==> src/iseq_pkg.sv <==
// package: register map, field positions and types for the input select / equalizer control bank
package iseq_pkg;
   // register offsets
   localparam logic [7:0] ISEQ_OFF_MANUAL_EQ = 8'h04;
   localparam logic [7:0] ISEQ_OFF_CC_TUNE1 = 8'h46;
   localparam logic [7:0] ISEQ_OFF_FWD_TUNE1 = 8'h47;
   localparam logic [7:0] ISEQ_OFF_CHAN_SEL = 8'h4c;
   localparam logic [7:0] ISEQ_OFF_EQ_TEST = 8'h4d;
   localparam logic [7:0] ISEQ_OFF_EQ_LEVEL = 8'h4e;
   // reset values
   localparam logic [7:0] ISEQ_RST_ZERO = 8'h00;
   localparam logic [7:0] ISEQ_RST_EQ_TEST = 8'h20;
   // field positions
   localparam int ISEQ_TERM_LSB = 2;
   localparam int ISEQ_SEL_OVR_BIT = 7;
   localparam int ISEQ_SEL_CHAN_BIT = 6;
   localparam int ISEQ_BYPASS_BIT = 6;
   localparam int ISEQ_LEVEL_LSB = 4;
   localparam int ISEQ_MAN_LEVEL_LSB = 4;
   // adaptation timing: top count of the step counter between level steps
   localparam logic [7:0] ISEQ_STEP_CYCLES = 8'h40;
   // thermometer levels
   localparam logic [3:0] ISEQ_LEVEL_MIN = 4'h0;
   localparam logic [3:0] ISEQ_LEVEL_MAX = 4'hf;

   // register-port request carrier
   typedef struct packed {
      logic wr;
      logic rd;
      logic [7:0] addr;
      logic [7:0] wdata;
   } iseq_req_s;

   // adaptation state
   typedef enum logic [1:0] {
      ISEQ_ST_RESET = 2'b00,
      ISEQ_ST_SEARCH = 2'b01,
      ISEQ_ST_LOCKED = 2'b10
   } iseq_state_e;
endpackage : iseq_pkg

==> src/iseq_sync2.sv <==
// two-flop synchroniser for pin-level inputs
`timescale 1ns/1ns
module iseq_sync2
   import iseq_pkg::*;
(
   // clock and reset
   input wire logic sys_clk,
   input wire logic rst,
   // async level in, synced level out
   input wire logic async_in,
   output logic sync_out
);
   // both stages in one struct; only stage two is read outside
   typedef struct packed {
      logic s1;
      logic s2;
   } iseq_sync_s;
   iseq_sync_s st_q;
   iseq_sync_s st_d;

   // shift the pin through two stages
   always_comb begin
      st_d = st_q;
      st_d.s1 = async_in;
      st_d.s2 = st_q.s1;
   end

   // register, cleared on reset
   always_ff @(posedge sys_clk) begin
      if (rst) begin
         st_q <= '0;
      end else begin
         st_q <= st_d;
      end
   end

   assign sync_out = st_q.s2;
endmodule : iseq_sync2

==> src/iseq_ctrl.sv <==
// input select and equalizer control register bank
`timescale 1ns/1ns
// Summary of operation
// - termination code picks 50/47.4/45.3/37.7 ohm
// - override bit chooses pin or register select
// - register select 0 routes input 0
// - bypass bit applies manual level, stops adaptation
// - readback shows thermometer level, resets 0000
// - lock loss in the locked state resets equalizer, restarts acquisition
//
// the bank is reached as single bytes through a strobe port on sys_clk:
// a write lands on the next edge, a read answers one clock later
// pins and receiver status arrive asynchronously and pass two flops
// each before any logic reads them, so a select pin change shows at
// the selected-input output two clocks after it is first sampled
// the adaptive search steps one thermometer level per interval and
// wraps from maximum back to minimum; slower than a binary search,
// but it never jumps past a level the far end could lock at
// bypass holds the sequencer in its restart state, so clearing the
// bypass bit always begins a fresh search from the minimum level
// power down acts as a register reset held every clock, so writes
// made while the pin is low are lost
// reserved bits are stored as written; keeping them intact is left
// to software, which keeps the logic free of per-bit masks
//
module iseq_ctrl
   import iseq_pkg::*;
(
   // clock and reset
   input wire logic sys_clk,
   input wire logic rst,
   // register port, same clock domain
   input wire iseq_req_s reg_req,
   output logic [7:0] reg_rdata,
   output logic reg_rvalid,
   // pins
   input wire logic input_select_pin,
   input wire logic powerdown_pin_active_low,
   // link status from the receiver
   input wire logic link_lock,
   input wire logic eq_quality_ok,
   // analogue controls
   output logic [1:0] back_control_channel_term,
   output logic [7:0] forward_channel_impedance,
   output logic active_input,
   output logic serial_input_one_en,
   output logic [3:0] eq_level,
   output logic adaptive_equalizer_active
);
   // all state in one struct
   // one register for every flop of the bank keeps reset and update
   // in a single place; the next value is built as a whole copy
   // and only the fields a branch touches differ from the current one
   typedef struct packed {
      logic [7:0] manual_eq;
      logic [7:0] cc_tune1;
      logic [7:0] fwd_tune1;
      logic [7:0] chan_sel;
      logic [7:0] eq_test;
      logic [3:0] level;
      iseq_state_e state;
      logic [7:0] step_cnt;
      logic active;
      logic [7:0] rdata;
      logic rvalid;
   } iseq_state_s;
   iseq_state_s st_q;
   iseq_state_s st_d;

   logic sel_pin_s; // synced select pin
   // the pin is inverted before syncing so the flops' cleared state
   // means powered up; otherwise the first clocks after rst would
   // look like power down and swallow the earliest writes
   logic pd_req; // power-down request, high while the pin is low
   logic pd_s; // synced power-down request
   logic lock_s; // synced lock status
   logic ok_s; // synced quality flag
   logic bypass; // manual equalization chosen
   logic [3:0] man_level; // manual level field

   // pins cross into sys_clk through two flops each
   iseq_sync2 u_sync_sel (.sys_clk(sys_clk), .rst(rst), .async_in(input_select_pin), .sync_out(sel_pin_s));
   // power down crosses as an active-high request
   assign pd_req = ~powerdown_pin_active_low;
   iseq_sync2 u_sync_pdb (.sys_clk(sys_clk), .rst(rst), .async_in(pd_req), .sync_out(pd_s));
   iseq_sync2 u_sync_lock (.sys_clk(sys_clk), .rst(rst), .async_in(link_lock), .sync_out(lock_s));
   iseq_sync2 u_sync_ok (.sys_clk(sys_clk), .rst(rst), .async_in(eq_quality_ok), .sync_out(ok_s));

   assign bypass = st_q.eq_test[ISEQ_BYPASS_BIT];
   // manual level comes from the upper nibble of the manual register
   assign man_level = st_q.manual_eq[ISEQ_MAN_LEVEL_LSB +: 4];

   // next-state logic: register writes, reads, adaptation
   always_comb begin
      st_d = st_q;
      st_d.rvalid = 1'b0;
      // writes store all bits; reserved bits kept by software
      if (reg_req.wr) begin
         unique case (reg_req.addr)
            ISEQ_OFF_MANUAL_EQ: st_d.manual_eq = reg_req.wdata;
            ISEQ_OFF_CC_TUNE1: st_d.cc_tune1 = reg_req.wdata;
            // forward impedance, value chosen by software
            ISEQ_OFF_FWD_TUNE1: st_d.fwd_tune1 = reg_req.wdata;
            ISEQ_OFF_CHAN_SEL: st_d.chan_sel = reg_req.wdata;
            ISEQ_OFF_EQ_TEST: st_d.eq_test = reg_req.wdata;
            // readback and unmapped: write ignored
            default: st_d.chan_sel = st_q.chan_sel;
         endcase
      end
      // read data registered, one cycle after the request
      if (reg_req.rd) begin
         st_d.rvalid = 1'b1;
         // reads use the current flops, so a write to the same offset
         // in the same clock is not yet visible
         unique case (reg_req.addr)
            // stored bytes read back as written, reserved bits included
            ISEQ_OFF_MANUAL_EQ: st_d.rdata = st_q.manual_eq;
            ISEQ_OFF_CC_TUNE1: st_d.rdata = st_q.cc_tune1;
            ISEQ_OFF_FWD_TUNE1: st_d.rdata = st_q.fwd_tune1;
            ISEQ_OFF_CHAN_SEL: st_d.rdata = st_q.chan_sel;
            ISEQ_OFF_EQ_TEST: st_d.rdata = st_q.eq_test;
            // level readback, low nibble reads zero
            ISEQ_OFF_EQ_LEVEL: st_d.rdata = {st_q.level, 4'h0};
            // unmapped offsets read as zero
            default: st_d.rdata = ISEQ_RST_ZERO;
         endcase
      end
      // pin or register decides the input
      if (st_q.chan_sel[ISEQ_SEL_OVR_BIT]) begin
         // register bit routes channel 0 or 1
         st_d.active = st_q.chan_sel[ISEQ_SEL_CHAN_BIT];
      end else begin
         st_d.active = sel_pin_s;
      end
      // equalizer sequencing
      // power down wins over bypass and adaptation
      if (pd_s) begin
         // held in power down: level back to minimum
         st_d.state = ISEQ_ST_RESET;
         st_d.level = ISEQ_LEVEL_MIN;
         st_d.step_cnt = '0;
      end else if (bypass) begin
         st_d.level = man_level;
         st_d.state = ISEQ_ST_RESET;
         st_d.step_cnt = '0;
      end else begin
         unique case (st_q.state)
            ISEQ_ST_RESET: begin
               // restart from the minimum boost
               st_d.level = ISEQ_LEVEL_MIN;
               st_d.step_cnt = '0;
               st_d.state = ISEQ_ST_SEARCH;
            end
            ISEQ_ST_SEARCH: begin
               // step one thermometer level each interval until locked and clean
               // a step lands one clock after the counter reaches its top,
               // so an interval is one clock longer than the top count
               if (lock_s && ok_s) begin
                  st_d.state = ISEQ_ST_LOCKED;
               end else if (st_q.step_cnt == ISEQ_STEP_CYCLES) begin
                  st_d.step_cnt = '0;
                  // wrap to minimum after maximum: keep sweeping
                  st_d.level = (st_q.level == ISEQ_LEVEL_MAX) ? ISEQ_LEVEL_MIN : {st_q.level[2:0], 1'b1};
               end else begin
                  st_d.step_cnt = st_q.step_cnt + 8'h01;
               end
            end
            ISEQ_ST_LOCKED: begin
               // level frozen while locked: no retuning on a live link
               // lock loss restarts the equalizer
               if (!lock_s) begin
                  st_d.state = ISEQ_ST_RESET;
               end
            end
            // unused code recovers to reset
            default: st_d.state = ISEQ_ST_RESET;
         endcase
      end
      // a powered-down device loses its register contents
      // reset values restored every clock the request is held
      if (pd_s) begin
         st_d.manual_eq = ISEQ_RST_ZERO;
         st_d.cc_tune1 = ISEQ_RST_ZERO;
         st_d.fwd_tune1 = ISEQ_RST_ZERO;
         st_d.chan_sel = ISEQ_RST_ZERO;
         st_d.eq_test = ISEQ_RST_EQ_TEST;
      end
   end

   // state register; synchronous reset to the register map's reset values
   // fields start at zero, then the test-mode register and the
   // sequencer state are given their own reset values
   always_ff @(posedge sys_clk) begin
      if (rst) begin
         st_q <= '0;
         st_q.eq_test <= ISEQ_RST_EQ_TEST;
         st_q.state <= ISEQ_ST_RESET;
      end else begin
         st_q <= st_d;
      end
   end

   // termination code to the analogue trim
   assign back_control_channel_term = st_q.cc_tune1[ISEQ_TERM_LSB +: 2];
   assign forward_channel_impedance = st_q.fwd_tune1;
   // selected input and its enable share one flop
   // so the two can never disagree
   assign active_input = st_q.active;
   assign serial_input_one_en = st_q.active;
   // level straight from the state flop
   assign eq_level = st_q.level;
   assign adaptive_equalizer_active = ~bypass;
   // read port: data holds until the next read, valid pulses
   // for a single clock
   assign reg_rdata = st_q.rdata;
   assign reg_rvalid = st_q.rvalid;
endmodule : iseq_ctrl

==> config.mk <==
export PLATFORM = sky130hd
export DESIGN_NAME = iseq_ctrl
export DESIGN_NICKNAME = d
export VERILOG_FILES = /design/src/iseq_pkg.sv /design/src/iseq_sync2.sv /design/src/iseq_ctrl.sv
export SDC_FILE = /design/constraint.sdc
export NUM_CORES = 1
export LEC_CHECK = 0
export BUFFER_PORTS_ARGS = -buffer_cell sky130_fd_sc_hd__buf_2
export CAP_MARGIN = 20
export CORE_MARGIN = 2
export CORE_UTILIZATION = 50
export DETAILED_ROUTE_END_ITERATION = 8
export GPL_TIMING_DRIVEN = 0
export PLACE_DENSITY = 0.71
export SYNTH_ARGS = -nofsm -noshare
export SYNTH_HDL_FRONTEND = slang
export SYNTH_HIERARCHICAL = 1
export SYNTH_SLANG_ARGS = --single-unit
==> constraint.sdc <==
create_clock -name sys_clk -period 1.9 [get_ports sys_clk]
set_input_delay 0.095 -clock sys_clk [delete_from_list [all_inputs] [get_ports sys_clk]]
set_output_delay 0.095 -clock sys_clk [all_outputs]
set_load 0.02 [all_outputs]
### Yosys cells after proc, flatten, opt, wreduce, memory -nomap -nowiden

Index checks and enable logic that the tools add are counted.

| storage, ports and cells | value |
|---|---|
| bits in writable memories | 0 |
| ROM bits | 0 |
| memories kept | 0 |
| output and inout bits | 26 |
| bits in latches | 0 |
| flip-flop bits (word level) | 72 |
| logic and storage cells | 65 |

| operators by class | value |
|---|---|
| equal/unequal tests | 15 |
| add/subtract/negate cells | 1 |
| mux-type cells | 14 |
| reductions and logical operators | 14 |
| bitwise operators | 2 |
| shift operators | 0 |
| magnitude comparators | 0 |
| divide/modulo/power cells | 0 |
| multipliers | 0 |

Operators by type and width:

| cell | number |
|---|---|
| == test 8 x 7 -> 1 bit (second input constant) | 6 |
| one-hot mux 8 bit (6 select lines) | 1 |
| two-way mux 8 bit | 2 |
| one-hot mux 8 bit (2 select lines) | 1 |
| two-way mux 14 bit | 1 |
| AND reduction 2 bit | 7 |
| two-way mux 4 bit | 3 |
| adder 8 x 1 -> 8 bit (second input constant) | 1 |
| == test 8 x 3 -> 1 bit (second input constant) | 1 |
| one-hot mux 4 bit (2 select lines) | 1 |
| != test 2 bit (second input constant) | 3 |
| != test 3 bit (second input constant) | 2 |
| one-hot mux 2 bit (3 select lines) | 1 |
| == test 4 bit (second input constant) | 1 |
| two-way mux 2 bit | 2 |
| AND reduction 3 bit | 1 |
| nonzero test 3 bit | 1 |
| OR reduction 3 bit | 1 |
| == test 2 x 1 -> 1 bit (second input constant) | 1 |
| == test 2 bit (second input constant) | 1 |
| zero test 2 bit | 1 |
| two-way mux 1 bit | 2 |
| NOT 1 bit | 2 |
| nonzero test 2 bit | 1 |
| 2 further kinds | 2 |

### Logic depth before layout (Yosys ltp)

| depth | value |
|---|---|
| depth after elaboration | 6 |
| gate-level depth with buffers | 6 |

### Modules after synthesis

Netlist, hierarchy kept.

By module, submodules not included:

| module | times used | cells each | area an instance (sq um) |
|---|---|---|---|
| iseq_ctrl | 1 | 356 | 3,205.6 |
| iseq_sync2 | 4 | 4 | 52.6 |

### Worst setup path before layout

OpenSTA, ideal clock, no wires.

| timing path | value |
|---|---|
| kind | register -> register |
| start point | register st_q[10] (netlist name) |
| end point | register st_q[13] (netlist name) |
| arrival time | 1.433 ns |
| required time | 1.826 ns |
| library setup time | 0.074 ns |
| path slack | 0.392 ns |
| cell stages (with the launch flop) | 7 |
| buffers on the path | 0 |
| path through | dfxtp_1 > inv_1 > ha_1 > nor4bb_1 > a211oi_1 > nand2_1 > o21ai_0 |

| between the ends | value |
|---|---|
| longest elaborated chain between the ends | 4 |
| elaborated cells on any way between the ends | 5 |
| classes of those cells | add/sub (1); eq/ne (1); mux (3) |

RTL lines:

| what | RTL line | source |
|---|---|---|
| start: declaration | iseq_ctrl.sv:67 | `iseq_state_s st_q;` |
| start signal: assignment | iseq_ctrl.sv:199 | `st_q <= st_d;` |
| adder 8 x 1 -> 8 bit or == test 8 x 7 -> 1 bit (tied branches) | iseq_ctrl.sv:165, iseq_ctrl.sv:160 |  |
| two-way mux 8 bit * | iseq_ctrl.sv:160 | `end else if (st_q.step_cnt == ISEQ_STEP_CYCLES) begin` |
| two-way mux 8 bit * | iseq_ctrl.sv:158 | `if (lock_s && ok_s) begin` |
| one-hot mux 8 bit (2 select lines) * | iseq_ctrl.sv:147 | `unique case (st_q.state)` |

Every way passes the cells marked *; elsewhere a longest branch is shown, timed or not. The select of a mux whose other input is x is not followed.
A chain may end at the register's enable or synchronous reset.

### Worst setup path in the final report

| timing path | value |
|---|---|
| start point | register st_q[10] (netlist name) |
| end point | register st_q, in the netlist eq_level[1] |

| between the ends | value |
|---|---|
| longest elaborated chain between the ends | 3 |

RTL lines:

| what | RTL line |
|---|---|
| == test 8 x 7 -> 1 bit | iseq_ctrl.sv:160 |
| != test 3 bit (no source line) | - |
| AND reduction 3 bit (no source line) | - |

Every way passes these cells.

==> run metrics <==
result of the run finished, final reports clean; EDFF count, synth 0; 1st-iter DRT viols 166; final max-slew violation count 0; share of the synthesized area in the top cell type 42.2%; die span in y 86.7 um; element type at the critical path end flip-flop; Port-buffer cells 47; clock-pin transition on the worst setup and hold timing paths 80 ps; unrepaired setup endpoints after global routing false; Placer Congestion 0.854; power density over cell area 780 nW/um^2; IR drop worst, VDD 0.657 mV; Lkg Pwr 0.00184 uW; via count 2,902; x dimension of the die 86.7 um; number of warning messages in the yosys log 6; Max Clock Freq 586 MHz; pin count of the biggest net entering global routing 14; average instance area after synthesis 9.18 sq um; cell count after placement 499; crit start category flip-flop; max-cap violation count 0; count of non-filler cells in the finished layout 518; dpl cell area 3750 sq um; Area Growth Syn to Fin 17.8%; most common cell after layout, fill and taps aside sky130_fd_sc_hd__dfxtp_1; worst clock skew 11.4 ps; flip-flop and latch count after synthesis 72; final instance area 4020 sq um; Std-Cell Core Area 6720 sq um; share of synthesized flip-flops with an asynchronous set or reset 0%; initial antenna violation count 0; TritonCTS clock tree yes; number of nets produced by synthesis 398; number of rows in the core area 30; Netlist Area Pre-Place 3420 sq um; clock latency on the worst-skew pair 350 ps; Antenna Cells 0; share of the clock period used by the worst path 89.8%; area leader, netlist sky130_fd_sc_hd__dfxtp_1; Crit Path Category flip-flop to flip-flop; Inserted Clock Buffers 9; area used by sequential logic in the layout 1440 sq um; Hold WC Path Type input port to flip-flop; most frequently used flop master after synthesis sky130_fd_sc_hd__dfxtp_1; Max Buffers Root-to-Sink 2; Antenna Violating Nets Remaining 0; area of the multi-input gates 1710 sq um; routed vias/inst 5.60; sequential element share of the synthesized area 42.2%; Detail Placement HPWL 5740 um; number of nets in the layout 459; Period minus WS final 1710 ps; Hold Violations, Final 0; Post-Route Setup TNS 0 ps; Synth cell types 53; first-pass GRT wire length 13,200 um; synth top area cells sky130_fd_sc_hd__dfxtp_1 42%, sky130_fd_sc_hd__mux2i_1 12%, sky130_fd_sc_hd__nor2_1 5.9%, sky130_fd_sc_hd__buf_4 5.3%, sky130_fd_sc_hd__nor2b_1 2.4%; Detailed Routing Iterations Pass 1 4; H-tree depth 3; Critical Path RT 2110 ps; Die Footprint 7510 sq um; count of mapped cells out of synthesis 372; top library cells by usage in the layout, fill and taps aside 72 x sky130_fd_sc_hd__dfxtp_1, 54 x sky130_fd_sc_hd__nor2_1, 49 x sky130_fd_sc_hd__buf_2; fraction of layout instances using a drive strength above 1 23.7%; number of setup buffers added after CTS 0; buffer type at the clock tree root sky130_fd_sc_hd__clkbuf_8; Finish-stage setup viols 0; critical path fanouts, max 6; Routed WL per cell 15.5 um; normalized max-slew margin 58.8%; slew at the pin closest to its max-slew limit 613 ps; worst reg-to-reg path cell count 6; initial core utilization 50.8%; Post-route DRC 0; clock tree sinks 72; number of global-route vias before repair 2,637; global-route total usage across every layer 22.6%; arrival time at the worst endpoint 1910 ps; grt ovf 0; drt total wl 8020 um; Fill cells 611; Top-Level Pins 50; Worst Hold Depth 3
[sequential cells by signal (all words and copies together) (netlist names), 2 cells and up]
register	count
back_control_channel_term	2
st_q	35
reg_rdata	8
man_level	4
eq_level	4
forward_channel_impedance	8
[power by group]
part,total (uW),internal (uW),switching (uW)
Combinational,221,77.8,143
Clock,1380,779,604
Sequential,1530,1530,8.65
[worst max-delay path: stages, from the launching register on]
cell and delay, ps:
sky130_fd_sc_hd__dfxtp_1 330, sky130_fd_sc_hd__inv_1 90, sky130_fd_sc_hd__ha_1 160, sky130_fd_sc_hd__nor4bb_2 410
sky130_fd_sc_hd__a21oi_1 250, sky130_fd_sc_hd__o211ai_1 240, sky130_fd_sc_hd__a31oi_1 110
[logic make-up (layout without fill, tap and decap cells)]
family,count (synthesis),in the layout,synth area share [%]
AOI/OAI and AO/OA,61,61,12.6
xor gates and xnor gates,3,3,0.769
adders and majority gates,2,2,0.732
buffers and inverters,48,114,7.99
DFF,72,72,42.2
muxes,41,41,12.1
and+or+nand+nor,145,145,23.7
[repair_timing]
action / in CTS / in global routing
hold buffers: 3 / 0
gates resized for setup: 1 / 1
setup endpoints to repair: 1 / 5
hold endpoints to repair: 3 / 0
[worst paths after layout]
| check | to | slack, ps | startpoint |
|---|---|---|---|
| setup reg to reg | eq_level[1]$_SDFFE_PP0P_ | 190 | st_q[10]$_SDFFE_PP0P_ |
| setup / recovery | eq_level[1]$_SDFFE_PP0P_ | 190 | st_q[10]$_SDFFE_PP0P_ |
| hold / removal | u_sync_pdb/st_d[0]$_SDFF_PP0_ | 20 | powerdown_pin_active_low |
| hold reg to reg | u_sync_lock/sync_out$_SDFF_PP0_ | 440 | u_sync_lock/st_d[0]$_SDFF_PP0_ |
[synthesized netlist by cell type (2+ instances only)]
cell type	number
sky130_fd_sc_hd__clkbuf_1	15
sky130_fd_sc_hd__a31oi_1	8
sky130_fd_sc_hd__buf_4	24
sky130_fd_sc_hd__nor4b_2	2
sky130_fd_sc_hd__nor2_1	54
sky130_fd_sc_hd__nand3b_1	7
sky130_fd_sc_hd__a311oi_1	4
sky130_fd_sc_hd__a221oi_1	6
sky130_fd_sc_hd__buf_2	2
sky130_fd_sc_hd__nand4_1	5
sky130_fd_sc_hd__nor3_1	3
sky130_fd_sc_hd__nand2b_1	2
sky130_fd_sc_hd__ha_1	2
sky130_fd_sc_hd__dfxtp_1	72
sky130_fd_sc_hd__nand2_1	17
sky130_fd_sc_hd__xor2_1	2
sky130_fd_sc_hd__o21ai_0	12
sky130_fd_sc_hd__inv_1	6
sky130_fd_sc_hd__a22o_1	3
sky130_fd_sc_hd__and3_1	4
sky130_fd_sc_hd__nand3_2	5
sky130_fd_sc_hd__a22oi_1	4
sky130_fd_sc_hd__or3b_2	2
sky130_fd_sc_hd__o211ai_1	4
sky130_fd_sc_hd__mux2i_1	40
sky130_fd_sc_hd__nor2b_1	13
sky130_fd_sc_hd__and2_1	6
sky130_fd_sc_hd__nand3_1	11
sky130_fd_sc_hd__o31a_1	4
sky130_fd_sc_hd__a21oi_1	6
sky130_fd_sc_hd__and4b_1	2
sky130_fd_sc_hd__a211oi_1	3
sky130_fd_sc_hd__or3b_1	2
[cell type report]
cell class | instances | share of cell area [%]
inverters | 7 | 0.653
repair buffers | 50 | 6.59
multi-input cells | 252 | 42.6
well taps | 80 | 2.49
flip-flops and latches | 72 | 35.8
plain buffers | 41 | 6.13
clock inverters | 6 | 2.30
clock buffers | 10 | 3.42
[metal layers]
| metal | vias to the layer above | GRT usage, % | part of all wire (%) |
|---|---|---|---|
| met5 | - | 0 | 0 |
| met4 | 0 | 7.95 | 1.4 |
| met3 | 11 | 6.10 | 6.2 |
| met2 | 92 | 32.4 | 43 |
| met1 | 1366 | 32.7 | 49 |
| li1 | 1433 | - | - |
[through the flow]
| step | setup WS [ps] | total power, uW | hold slack (ps) | utilization (%) |
|---|---|---|---|---|
| floorplan | 392 | 1690 | 167 | - |
| global placement | 50.2 | 1780 | 304 | 55.8 |
| detailed placement | 34.3 | 1780 | 315 | 55.8 |
| CTS | 43.2 | 3150 | 3.01 | 59.8 |
| global route | 60.5 | 3250 | 5.56 | 59.9 |
| finish | 194 | 3140 | 16.9 | 59.9 |
(Power assumes the default switching activity.)
